[src/shared/swr_pkg.sv]
// Package for the sleep, wake-up and reset control block
package swr_pkg;

  // Clock, device reset timer and watchdog figures
  localparam int unsigned CLK_MHZ = 125;
  localparam int unsigned DRT_LONG_MS = 18;
  localparam int unsigned DRT_SHORT_US = 10;
  localparam int unsigned DRT_LONG_CYC = DRT_LONG_MS * 1000 * CLK_MHZ;
  localparam int unsigned DRT_SHORT_CYC = DRT_SHORT_US * CLK_MHZ;
  localparam int unsigned WDT_PERIOD_MS = 18;
  localparam int unsigned WDT_PERIOD_CYC = WDT_PERIOD_MS * 1000 * CLK_MHZ;
  localparam int unsigned CNT_W = 32;

  // APB register byte addresses
  localparam logic [7:0] ADDR_CTRL = 8'h00;
  localparam logic [7:0] ADDR_STATUS = 8'h04;
  localparam logic [7:0] ADDR_PINS = 8'h08;
  localparam logic [7:0] ADDR_PORT = 8'h0c;

  // Control register fields
  localparam int unsigned CTRL_WDT_EN = 0;
  localparam int unsigned CTRL_WAKE_EN = 1;
  localparam int unsigned CTRL_MASTER_CLEAR_PIN_EN = 2;
  localparam int unsigned CTRL_XTAL = 3;
  localparam int unsigned CTRL_PB4 = 4;
  localparam int unsigned CTRL_SLEEP = 8;
  localparam int unsigned CTRL_CLRWDT = 9;
  localparam logic [31:0] CTRL_RESET = 32'h0000_0007;

  // Status register fields
  localparam int unsigned ST_PD_N = 3;
  localparam int unsigned ST_TO_N = 4;
  localparam int unsigned ST_PCW = 7;
  localparam int unsigned ST_SLEEPING = 8;
  localparam int unsigned ST_IN_RESET = 9;

  localparam int unsigned NPIN = 8;
  localparam int unsigned NWAKE = 4;

  typedef enum logic [2:0] {
    SWR_RUN = 3'b001,
    SWR_SLEEP = 3'b010,
    SWR_RESET = 3'b100
  } swr_state_t;

  typedef struct packed {
    logic timeout_flag_n;
    logic powerdown_flag_n;
    logic pin_change_wake_flag;
  } swr_cause_t;

  typedef struct packed {
    logic [NPIN-1:0] out;
    logic [NPIN-1:0] oe;
  } swr_port_t;

endpackage
[src/design/swr_top.sv]
// Sleep entry, wake-up and reset-cause control with an APB register port
// Functional notes
// - Sleep command enters power-down state
// - Sleep clears enabled watchdog, keeps running
// - Sleep sets active-low time-out flag bit 4
// - Sleep clears active-low power-down flag bit 3
// - Sleep stops main oscillator driver
// - Pins hold drive state during sleep
// - Watchdog reset never pulls master-clear pin
// - Master-clear wakes only when pin enabled
// - Enabled watchdog time-out wakes from sleep
// - Every wake-up is a full reset
// - Watchdog time-out clears time-out flag
// - Power-up sets power-down flag
// - Pin change in sleep sets wake flag
// - Compare pins against last pins register read
// - Watchdog cleared on every wake-up
// - Watchdog wake starts device reset timer
// - Cause flags encode reset source
// - Flags hold; master-clear pulse clears only the wake flag
`timescale 1ns/100ps
module swr_top
  import swr_pkg::*;
#(
  parameter int unsigned DRT_LONG = DRT_LONG_CYC,
  parameter int unsigned DRT_SHORT = DRT_SHORT_CYC,
  parameter int unsigned WDT_PERIOD = WDT_PERIOD_CYC
) (
  // Clock and reset
  input wire logic clk_sys_i,
  input wire logic arst_n_i,
  // APB slave
  input wire logic psel_i,
  input wire logic penable_i,
  input wire logic pwrite_i,
  input wire logic [7:0] paddr_i,
  input wire logic [31:0] pwdata_i,
  output logic [31:0] prdata_o,
  output logic pready_o,
  output logic pslverr_o,
  // Pins
  input wire logic master_clear_pin_n_i,
  input wire logic [NPIN-1:0] pin_in_i,
  output logic [NPIN-1:0] pin_out_o,
  output logic [NPIN-1:0] pin_oe_o,
  // Core control
  output logic osc_enable_o,
  output logic core_reset_o
);

  swr_state_t state;
  logic [31:0] ctrl;
  swr_cause_t cause;
  swr_port_t port;
  logic [NPIN-1:0] pin_latch;
  logic [NPIN-1:0] s1, s2, s3, pins;
  logic [2:0] master_clear_pin_sync;
  logic master_clear_pin_low;
  logic [CNT_W-1:0] wdt_cnt;
  logic [CNT_W-1:0] drt_cnt;
  logic wdt_timeout;
  logic wake_change;
  logic [NWAKE-1:0] wake_mask;

  // APB decode
  logic acc, wr, rd;
  assign acc = psel_i & penable_i & pready_o;
  assign wr = acc & pwrite_i;
  assign rd = acc & ~pwrite_i;

  function automatic logic hit(input logic [7:0] a, input logic [7:0] off);
    return a == off;
  endfunction

  logic mapped;
  assign mapped = hit(paddr_i, ADDR_CTRL) | hit(paddr_i, ADDR_STATUS) |
                  hit(paddr_i, ADDR_PINS) | hit(paddr_i, ADDR_PORT);

  logic sleep_cmd, clrwdt_cmd;
  assign sleep_cmd = wr & hit(paddr_i, ADDR_CTRL) & pwdata_i[CTRL_SLEEP] &
                     (state == SWR_RUN);
  assign clrwdt_cmd = wr & hit(paddr_i, ADDR_CTRL) & pwdata_i[CTRL_CLRWDT];

  // Three-stage pin synchronisers; change accepted when stages 2 and 3 agree
  always_ff @(posedge clk_sys_i or negedge arst_n_i) begin
    if (!arst_n_i) begin
      s1 <= '0;
      s2 <= '0;
      s3 <= '0;
      master_clear_pin_sync <= 3'h7;
    end else begin
      s1 <= pin_in_i;
      s2 <= s1;
      s3 <= s2;
      master_clear_pin_sync <= {master_clear_pin_sync[1:0], master_clear_pin_n_i};
    end
  end

  genvar g;
  generate
    for (g = 0; g < NPIN; g++) begin : g_filt
      always_ff @(posedge clk_sys_i or negedge arst_n_i) begin
        if (!arst_n_i) begin
          pins[g] <= 1'b0;
        end else if (s2[g] == s3[g]) begin
          pins[g] <= s3[g];
        end
      end
    end
  endgenerate

  always_ff @(posedge clk_sys_i or negedge arst_n_i) begin
    if (!arst_n_i) begin
      master_clear_pin_low <= 1'b0;
    end else if (master_clear_pin_sync[1] == master_clear_pin_sync[2]) begin
      master_clear_pin_low <= ~master_clear_pin_sync[2];
    end
  end

  // Wake inputs 0, 1, 3 and optionally 4
  assign wake_mask = {ctrl[CTRL_PB4], 3'b111};
  logic [NWAKE-1:0] mon_now, mon_old;
  assign mon_now = {pins[4], pins[3], pins[1], pins[0]};
  assign mon_old = {pin_latch[4], pin_latch[3], pin_latch[1], pin_latch[0]};
  assign wake_change = ctrl[CTRL_WAKE_EN] & |((mon_now ^ mon_old) & wake_mask);

  assign wdt_timeout = ctrl[CTRL_WDT_EN] && (wdt_cnt >= CNT_W'(WDT_PERIOD - 1));

  logic master_clear_pin_wake;
  assign master_clear_pin_wake = ctrl[CTRL_MASTER_CLEAR_PIN_EN] & master_clear_pin_low;

  // Control register; configuration survives wake resets
  always_ff @(posedge clk_sys_i or negedge arst_n_i) begin
    if (!arst_n_i) begin
      ctrl <= CTRL_RESET;
    end else if (wr && hit(paddr_i, ADDR_CTRL)) begin
      ctrl <= {23'h000000, 1'b0, 3'h0, pwdata_i[CTRL_PB4:0]};
    end
  end

  // Port drive and latch of last pins register read
  always_ff @(posedge clk_sys_i or negedge arst_n_i) begin
    if (!arst_n_i) begin
      port <= '0;
      pin_latch <= '0;
    end else begin
      if (wr && hit(paddr_i, ADDR_PORT) && state == SWR_RUN) begin
        port <= pwdata_i[2*NPIN-1:0];
      end
      if (rd && hit(paddr_i, ADDR_PINS)) begin
        pin_latch <= pins;
      end
    end
  end

  // Sleep / reset sequencer
  always_ff @(posedge clk_sys_i or negedge arst_n_i) begin
    if (!arst_n_i) begin
      state <= SWR_RESET;
      drt_cnt <= '0;
    end else begin
      unique case (state)
        SWR_RUN: begin
          if (sleep_cmd) begin
            state <= SWR_SLEEP;
          end else if (wdt_timeout) begin
            state <= SWR_RESET;
            drt_cnt <= CNT_W'(ctrl[CTRL_XTAL] ? DRT_LONG : DRT_SHORT);
          end else if (master_clear_pin_wake) begin
            // Master clear while running holds the core; time-out and power-down flags keep their values, wake flag clears
            state <= SWR_RESET;
            drt_cnt <= CNT_W'(ctrl[CTRL_XTAL] ? DRT_LONG : DRT_SHORT);
          end
        end
        SWR_SLEEP: begin
          if (master_clear_pin_wake || wdt_timeout || wake_change) begin
            state <= SWR_RESET;
            drt_cnt <= CNT_W'(ctrl[CTRL_XTAL] ? DRT_LONG : DRT_SHORT);
          end
        end
        SWR_RESET: begin
          if (master_clear_pin_wake) begin
            drt_cnt <= CNT_W'(ctrl[CTRL_XTAL] ? DRT_LONG : DRT_SHORT);
          end else if (drt_cnt > CNT_W'(1)) begin
            drt_cnt <= drt_cnt - CNT_W'(1);
          end else begin
            state <= SWR_RUN;
            drt_cnt <= '0;
          end
        end
        default: state <= SWR_RESET;
      endcase
    end
  end

  // Watchdog counter
  always_ff @(posedge clk_sys_i or negedge arst_n_i) begin
    if (!arst_n_i) begin
      wdt_cnt <= '0;
    end else if (sleep_cmd || clrwdt_cmd || state == SWR_RESET || wdt_timeout) begin
      wdt_cnt <= '0;
    end else if (ctrl[CTRL_WDT_EN]) begin
      wdt_cnt <= wdt_cnt + CNT_W'(1);
    end
  end

  // Reset-cause flags; reset events and the sleep and watchdog-clear commands change them
  always_ff @(posedge clk_sys_i or negedge arst_n_i) begin
    if (!arst_n_i) begin
      cause <= '{timeout_flag_n: 1'b1, powerdown_flag_n: 1'b1,
                 pin_change_wake_flag: 1'b0};
    end else if (state == SWR_RUN && sleep_cmd) begin
      cause.timeout_flag_n <= 1'b1;
      cause.powerdown_flag_n <= 1'b0;
    end else if (state == SWR_RUN && clrwdt_cmd) begin
      cause.timeout_flag_n <= 1'b1;
      cause.powerdown_flag_n <= 1'b1;
    end else if (state == SWR_RUN && wdt_timeout) begin
      cause.timeout_flag_n <= 1'b0;
      cause.pin_change_wake_flag <= 1'b0;
    end else if (state == SWR_SLEEP) begin
      // Priority: master clear, then watchdog, then pin change
      if (master_clear_pin_wake) begin
        cause.pin_change_wake_flag <= 1'b0;
      end else if (wdt_timeout) begin
        cause.timeout_flag_n <= 1'b0;
        cause.pin_change_wake_flag <= 1'b0;
      end else if (wake_change) begin
        cause.pin_change_wake_flag <= 1'b1;
      end
    end else if (state == SWR_RUN && master_clear_pin_wake) begin
      cause.pin_change_wake_flag <= 1'b0;
    end
  end

  // Registered outputs
  always_ff @(posedge clk_sys_i or negedge arst_n_i) begin
    if (!arst_n_i) begin
      osc_enable_o <= 1'b1;
      core_reset_o <= 1'b1;
      pin_out_o <= '0;
      pin_oe_o <= '0;
      prdata_o <= '0;
      pready_o <= 1'b0;
      pslverr_o <= 1'b0;
    end else begin
      osc_enable_o <= ~(state == SWR_SLEEP || sleep_cmd);
      // Watchdog reset stays internal; no drive on master-clear pin exists
      core_reset_o <= (state == SWR_RESET);
      pin_out_o <= port.out;
      pin_oe_o <= port.oe;
      pready_o <= psel_i & ~penable_i;
      pslverr_o <= psel_i & ~penable_i & ~mapped;
      prdata_o <= '0;
      if (psel_i && !penable_i && !pwrite_i) begin
        if (hit(paddr_i, ADDR_CTRL)) begin
          prdata_o <= ctrl;
        end else if (hit(paddr_i, ADDR_STATUS)) begin
          prdata_o <= {22'h0, state == SWR_RESET, state == SWR_SLEEP,
                       cause.pin_change_wake_flag, 2'h0, cause.timeout_flag_n,
                       cause.powerdown_flag_n, 3'h0};
        end else if (hit(paddr_i, ADDR_PINS)) begin
          prdata_o <= {24'h0, pins};
        end else if (hit(paddr_i, ADDR_PORT)) begin
          prdata_o <= {16'h0, port};
        end
      end
    end
  end

endmodule

[config.mk]
export PLATFORM = sky130hd
export DESIGN_NAME = swr_top
export DESIGN_NICKNAME = d
export VERILOG_FILES = /design/src/shared/swr_pkg.sv /design/src/design/swr_top.sv
export SDC_FILE = /design/constraint.sdc
export NUM_CORES = 1
export LEC_CHECK = 0
export BUFFER_PORTS_ARGS = -buffer_cell sky130_fd_sc_hd__buf_2
export CORE_MARGIN = 1
export CORE_UTILIZATION = 40
export DETAILED_ROUTE_END_ITERATION = 6
export PLACE_DENSITY = 0.61
export REMOVE_ABC_BUFFERS = 1
export SETUP_SLACK_MARGIN = 0.1
export SYNTH_ARGS = -nofsm -noshare
export SYNTH_HDL_FRONTEND = slang
export SYNTH_SLANG_ARGS = --single-unit
[constraint.sdc]
create_clock -name clk_sys_i -period 3.1 [get_ports clk_sys_i]
set_input_delay 0.465 -clock clk_sys_i [delete_from_list [all_inputs] [get_ports clk_sys_i]]
set_output_delay 0.465 -clock clk_sys_i [all_outputs]
set_load 0.01 [all_outputs]
# --- Word level (Yosys, flattened, before mapping) ---
# Index checks and enable logic that the tools add are counted.
word_totals:
  reg_bits: 184
  output_inout_bits: 52
classes:
  n_bitwise: 24
  add_sub_neg: 2
  n_eq_ne: 23
  reduce_logical: 31
  order_cmp: 2
  muxes: 35
ops:
  columns: ["cell", "count"]
  rows:
  - ["2-to-1 mux 32 bit", 8]
  - ["one-hot mux 32 bit (3 select lines)", 1]
  - ["2-to-1 mux 16 bit", 5]
  - ["adder 32 x 1 -> 32 bit, second input constant", 1]
  - [">= comparator 32 x 22 -> 1 bit, second input constant", 1]
  - ["greater-than comparator 32 x 1 -> 1 bit, second input constant", 1]
  - ["subtractor 32 x 1 -> 32 bit, second input constant", 1]
  - ["2-to-1 mux 22 bit", 1]
  - ["2-to-1 mux 3 bit", 6]
  - ["== test 8 x 4 -> 1 bit, second input constant", 2]
  - ["bitwise AND 1 bit", 12]
  - ["2-to-1 mux 1 bit", 12]
  - ["AND reduction 4 bit", 3]
  - ["logical AND 1 bit", 11]
  - ["== test 1 bit", 9]
  - ["one-hot mux 3 bit (3 select lines)", 1]
  - ["== test 8 x 3 -> 1 bit, second input constant", 1]
  - ["zero test 8 bit", 1]
  - ["!= test 2 bit, second input constant", 4]
  - ["nonzero test 4 bit", 2]
  - ["NOT 1 bit", 7]
  - ["logical OR 1 bit", 6]
  - ["nonzero test 3 bit", 2]
  - ["!= test 5 bit, second input constant", 1]
  - ["other kinds (14)", 18]

# --- Longest topological paths before layout ---
depth:
  depth_word: 10
  ltp_mapped: 9
  depth_no_buf: 8

# --- Worst setup path before layout ---
# No wires, ideal clock.
synth_path:
  kind: "reg2reg"
  start: "register wdt_cnt[0]"
  end: "register drt_cnt[7]"
  t_arrival_ps: 2000
  t_required_ps: 2965
  setup_slack_ps: 964
  setup_time_ps: 135
  path_stages_with_launch: 10
  n_path_buf: 2
  period_less_slack_ps: 2136
  cell_sequence: "dfrtp_1 ha_1 nand3_2 a211oi_1 a2111oi_1 o211a_1 buf_4 a21o_1 buf_2 o22ai_1"
synth_between:
  elab_chain_len: 6
  elab_cells_between_ends: 10
synth_rtl:
  columns: ["element", "line_no", "rtl"]
  rows:
  - ["start, declared", "swr_top.sv:59", "logic [CNT_W-1:0] wdt_cnt;"]
  - ["start signal, assigned", "swr_top.sv:203", "wdt_cnt <= wdt_cnt + CNT_W'(1);"]
  - [">= comparator 32 x 22 -> 1 bit *", "swr_top.sv:127", "assign wdt_timeout = ctrl[CTRL_WDT_EN] && (wdt_cnt >= CNT_W'(WDT_PERIOD - 1));"]
  - ["logical AND 1 bit *", "swr_top.sv:127", null]
  - ["logical OR 1 bit (2 in a row)", "swr_top.sv:176", "if (master_clear_pin_wake || wdt_timeout || wake_change) begin"]
  - ["!= test 2 bit (no source line)", null, null]
  - ["AND reduction 4 bit (no source line)", null, null]
  - ["end signal, assigned", "swr_top.sv:178", "drt_cnt <= CNT_W'(ctrl[CTRL_XTAL] ? DRT_LONG : DRT_SHORT);"]
  - ["end signal, assigned", "swr_top.sv:183", "drt_cnt <= CNT_W'(ctrl[CTRL_XTAL] ? DRT_LONG : DRT_SHORT);"]
  - ["end signal, assigned", "swr_top.sv:185", "drt_cnt <= drt_cnt - CNT_W'(1);"]
  - ["end, declared", "swr_top.sv:60", "logic [CNT_W-1:0] drt_cnt;"]
# Every way passes the cells marked *; elsewhere a longest branch is shown, timed or not. The select of a mux whose other input is x is not followed.
# A chain may end at the register's enable or synchronous reset.

# --- Worst setup path in the final report ---
layout_path:
  start: "register wdt_cnt[0]"
  end: "register drt_cnt[6]"
# Same word-level chain as after synthesis.

==> summary.md <==
| Metric | Value |
|---|---|
| Outcome | finished with violations |
| Failing checks | design-rule violations |
| Avg Cell Area, Syn | 11.1 sq um |
| Multi-input logic area | 3050 sq um |
| Post-cts resize count | 0 |
| Postcts setup bufs | 0 |
| Count of pins over their slew limit | 0 |
| Final TNS setup | 0 ns |
| Cells after synthesis | 676 |
| CTS sink cnt | 167 |
| Hold Fails Final Rpt | 0 |
| Core Rows | 49 |
| Clock Skew | 0.00910 ns |
| P_leak | 3.93 nW |
| Largest net degree at the start of global routing | 67 |
| Largest fanout on the critical path | 13 |
| Die Ht | 139 um |
| H-tree Lvls | 4 |
| TritonRoute pass-1 iters | 7 |
| Drt drc | 7 |
| Post-synthesis sequential area ratio | approximately 56% |
| Avg Vias per Cell | approximately 5.5 |
| Slowest cell on the critical path | a2111oi_1 |
| Post-synthesis simple-gate area fraction | 17.0% |
| Power, Total | 0.00482 W |
| Synth Cell Area | about 7500 sq um |
| Internal cell power | ~0.0036 W |
| Min Tclk post-route | about 2.7 ns |
| Crit-path cells | ha_1, nand3_2, a211oi_1, a2111oi_1, o211a_1, a21o_1, o22ai_1 |
| First-pass GRT wire length | 28.0 mm |
| Core area | 18100 sq um |
| Rel. slew slack | 44.9% |
| Sw Ratio | between 20% and 30% |
| CTS tree | done |
| EDFF count, synth | 0 |
| WP buf/inv | 0 |
| Final setup fails | 0 |
| FMAX | 371 MHz |
| Post-Synth Adder-Cell Area | 1.57% |
| Detailed Route Iter0 Violations | 437 |
| Comb power frac | under 10% |
| CP max stage delay | 0.57 ns |
| Nets@finish | 819 |
| Die width | 139 um |
| RSZ-0062 raised after global routing | false |
| Sequential Power Share | 49.4% |
| Design Area, Final | 8760 sq um |
| Worst Setup End Kind | flip-flop |
| Crit path DAT | 2.98 ns |
| Die ar. | approximately 19000 sq um |
| Port buffer count | 73 |
| Dpl hpwl | between 10 and 15 mm |
| Data required, critical path | approximately 3.4 ns |
| Power density cells | between 500 and 600 nW/um^2 |
| Routed WL | 16.6 mm |
| Clock transition at path regs | approximately 0.070 ns |
| Flop and latch count out of synthesis | roughly 170 |
| Initial core utilization | 41.3% |
| GP Congestion | just under 0.9 |
| Clock root cell | clkbuf_16 |
| Grt total ovfl | 0 |
| DRT antenna net count | 0 |
| Ant diodes | 0 |
| Mux share of post-synthesis cell area | 5.65% |
| Slew @ Worst Pin | 0.819 ns |
| Filler cells | approximately 1600 |
| Min-delay worst type | primary input to async pin |
| Synthesis-to-finish area growth | 16.7% |
| Final Cycle Share | 86.9% |
| Synth async-reset ratio | 100% |
| Ys flop type | dfrtp_1 |
| Clock Path Buffers | 2 |
| Max_cap viols | 0 |
| Switch Pwr | 0.00126 W |
| Hold bufs inserted after CTS | 0 |
| CP top delay family | compound AO/OA/AOI/OAI gates |
| Compound-Gate Fraction of Synth Area | 12.8% |
| Post-synth cell types | 67 |
| Fraction of layout cells with a size suffix above 1 | 24.6% |
| I/O pin count | 106 |
| CP startpoint kind | flip-flop |
| Placed instance area | 8170 sq um |
| Reg area | between 4000 and 5000 sq um |
| Most common cell after layout, fill and taps aside | dfrtp_1 |
| WHS | 0.0145 ns |
| Worst Slack Setup Final | 0.407 ns |
| Synth warn | 0 |
| Global-route usage over all layers | between 10% and 20% |
| CTS Buf Count | 17 |
| Clock network power share | approximately 43% |
| Initial antenna violation count | 0 |
| Pre-CTS setup slack | 0.438 ns |
| WS Path Type | flip-flop to flip-flop |
| Clock Latency Late Sink | ~0.43 ns |
| Avg WL per Cell | 16.5 um |
| Peak supply drop | 439 uV |
| Via count | ~5500 |
| Largest family of logic cells by synthesized area | simple AND/OR/NAND/NOR gates |
| Synth Area in XOR/XNOR | between 2 and 3% |
| Most frequent cells in the layout | dfrtp_1 (156), buf_2 (72), nor2_1 (69) |
| Vias in the first global route | 5461 |
-- registers in the layout (all words and copies together) (netlist names) --
signal / cells
s1: 8
ctrl: 5
prdata_o: 16
pin_oe_o: 8
s3: 8
master_clear_pin_low: 1
drt_cnt: 32
pin_latch: 4
pin_out_o: 8
state: 3
master_clear_pin_sync: 3
osc_enable_o: 1
cause: 3
pslverr_o: 1
mon_now: 4
pins: 4
s2: 8
wdt_cnt: 32
pready_o: 1
core_reset_o: 1
port: 16
-- stage by stage --
step                std cells  util, %
CTS                      1004     48.2
detailed placement        972     45.0
global placement          972     45.0
global route             1004     48.2
floorplan                 643        -
finish                   1004     48.2
-- power groups by stage --
stage	Combinational, W	Sequential (W)	Clock [W]
floorplan	0.000204	0.00240	0
global placement	0.000332	0.00242	0
detailed placement	0.000348	0.00242	0
CTS	0.000348	0.00238	0.00214
global route	0.000390	0.00240	0.00224
finish	0.000347	0.00238	0.00209
-- path summary, 6_finish.rpt --
| kind | cells after the start | from | to | slack (ns) |
|---|---|---|---|---|
| worst min register to register | 0 | s1[3]$_DFF_PN0_ | s2[3]$_DFF_PN0_ | 0.35 |
| min in group clk_sys_i | 1 | master_clear_pin_n_i | master_clear_pin_sync[0]$_DFF_PN1_ | 0.13 |
| worst max-delay path | 7 | wdt_cnt[0]$_DFFE_PN0P_ | drt_cnt[6]$_DFFE_PN0P_ | 0.41 |
| worst min-delay path | 1 | arst_n_i | s3[6]$_DFF_PN0_ | 0.01 |
| max in group asynchronous | 2 | arst_n_i | core_reset_o$_DFF_PN1_ | 2.19 |
| worst max register to register | 7 | wdt_cnt[0]$_DFFE_PN0P_ | drt_cnt[6]$_DFFE_PN0P_ | 0.41 |
-- layer usage --
metal	up-vias	track usage, %	part of all wire [%]
met1	2730	25.3	47
li1	2618	-	-
met5	-	0	0
met2	156	28.6	47
met4	0	5.50	1.0
met3	16	3.87	4.3
-- cells in the mapped netlist, types with 8 or more instances --
cell type	instances	area, sq um
buf_4	18	135
buf_2	16	80.1
nand4_1	12	75.1
nand2_1	37	139
dfstp_2	11	289
maj3_1	8	80.1
a31oi_1	32	200
mux2_2	27	304
inv_1	15	56.3
dfrtp_1	156	3900
and2_1	10	62.6
nor2_1	69	259
clkbuf_1	11	41.3
nor3_1	22	110
nor4_1	11	68.8
nand2b_1	8	50.1
xnor2_1	14	123
o22ai_1	13	81.3
a21oi_1	37	185
mux2i_1	12	120
xor2_1	9	78.8
-- logic make-up (layout without fill, tap and decap cells) --
| family | count (synthesis) | count (layout) |
|---|---|---|
| flip-flops | 167 | 167 |
| AO/OA/AOI/OAI | 143 | 143 |
| adder cells (fa/ha/maj) | 11 | 11 |
| XOR/XNOR | 23 | 23 |
| AND/OR/NAND/NOR | 229 | 229 |
| buffers and inverters | 63 | 147 |
| other | 1 | 16 |
| multiplexers | 39 | 39 |
-- worst register-to-register path, cell delays in order, from the launching register on --
cell	delay, ns
dfrtp_1	0.43
ha_1	0.25
nand3_2	0.09
a211oi_1	0.07
a2111oi_1	0.57
o211a_1	0.45
a21o_1	0.52
o22ai_1	0.17
-- layout make-up --
| cell class | instances | share of cell area, % |
|---|---|---|
| inverter | 15 | 0.643 |
| tap | 229 | 3.27 |
| sequential | 167 | 47.9 |
| timing repair buffer | 100 | 6.70 |
| clock buffer | 17 | 4.86 |
| multi-input combinational | 461 | 34.8 |
| clock inverter | 15 | 1.81 |
(Power assumes the default switching activity.)
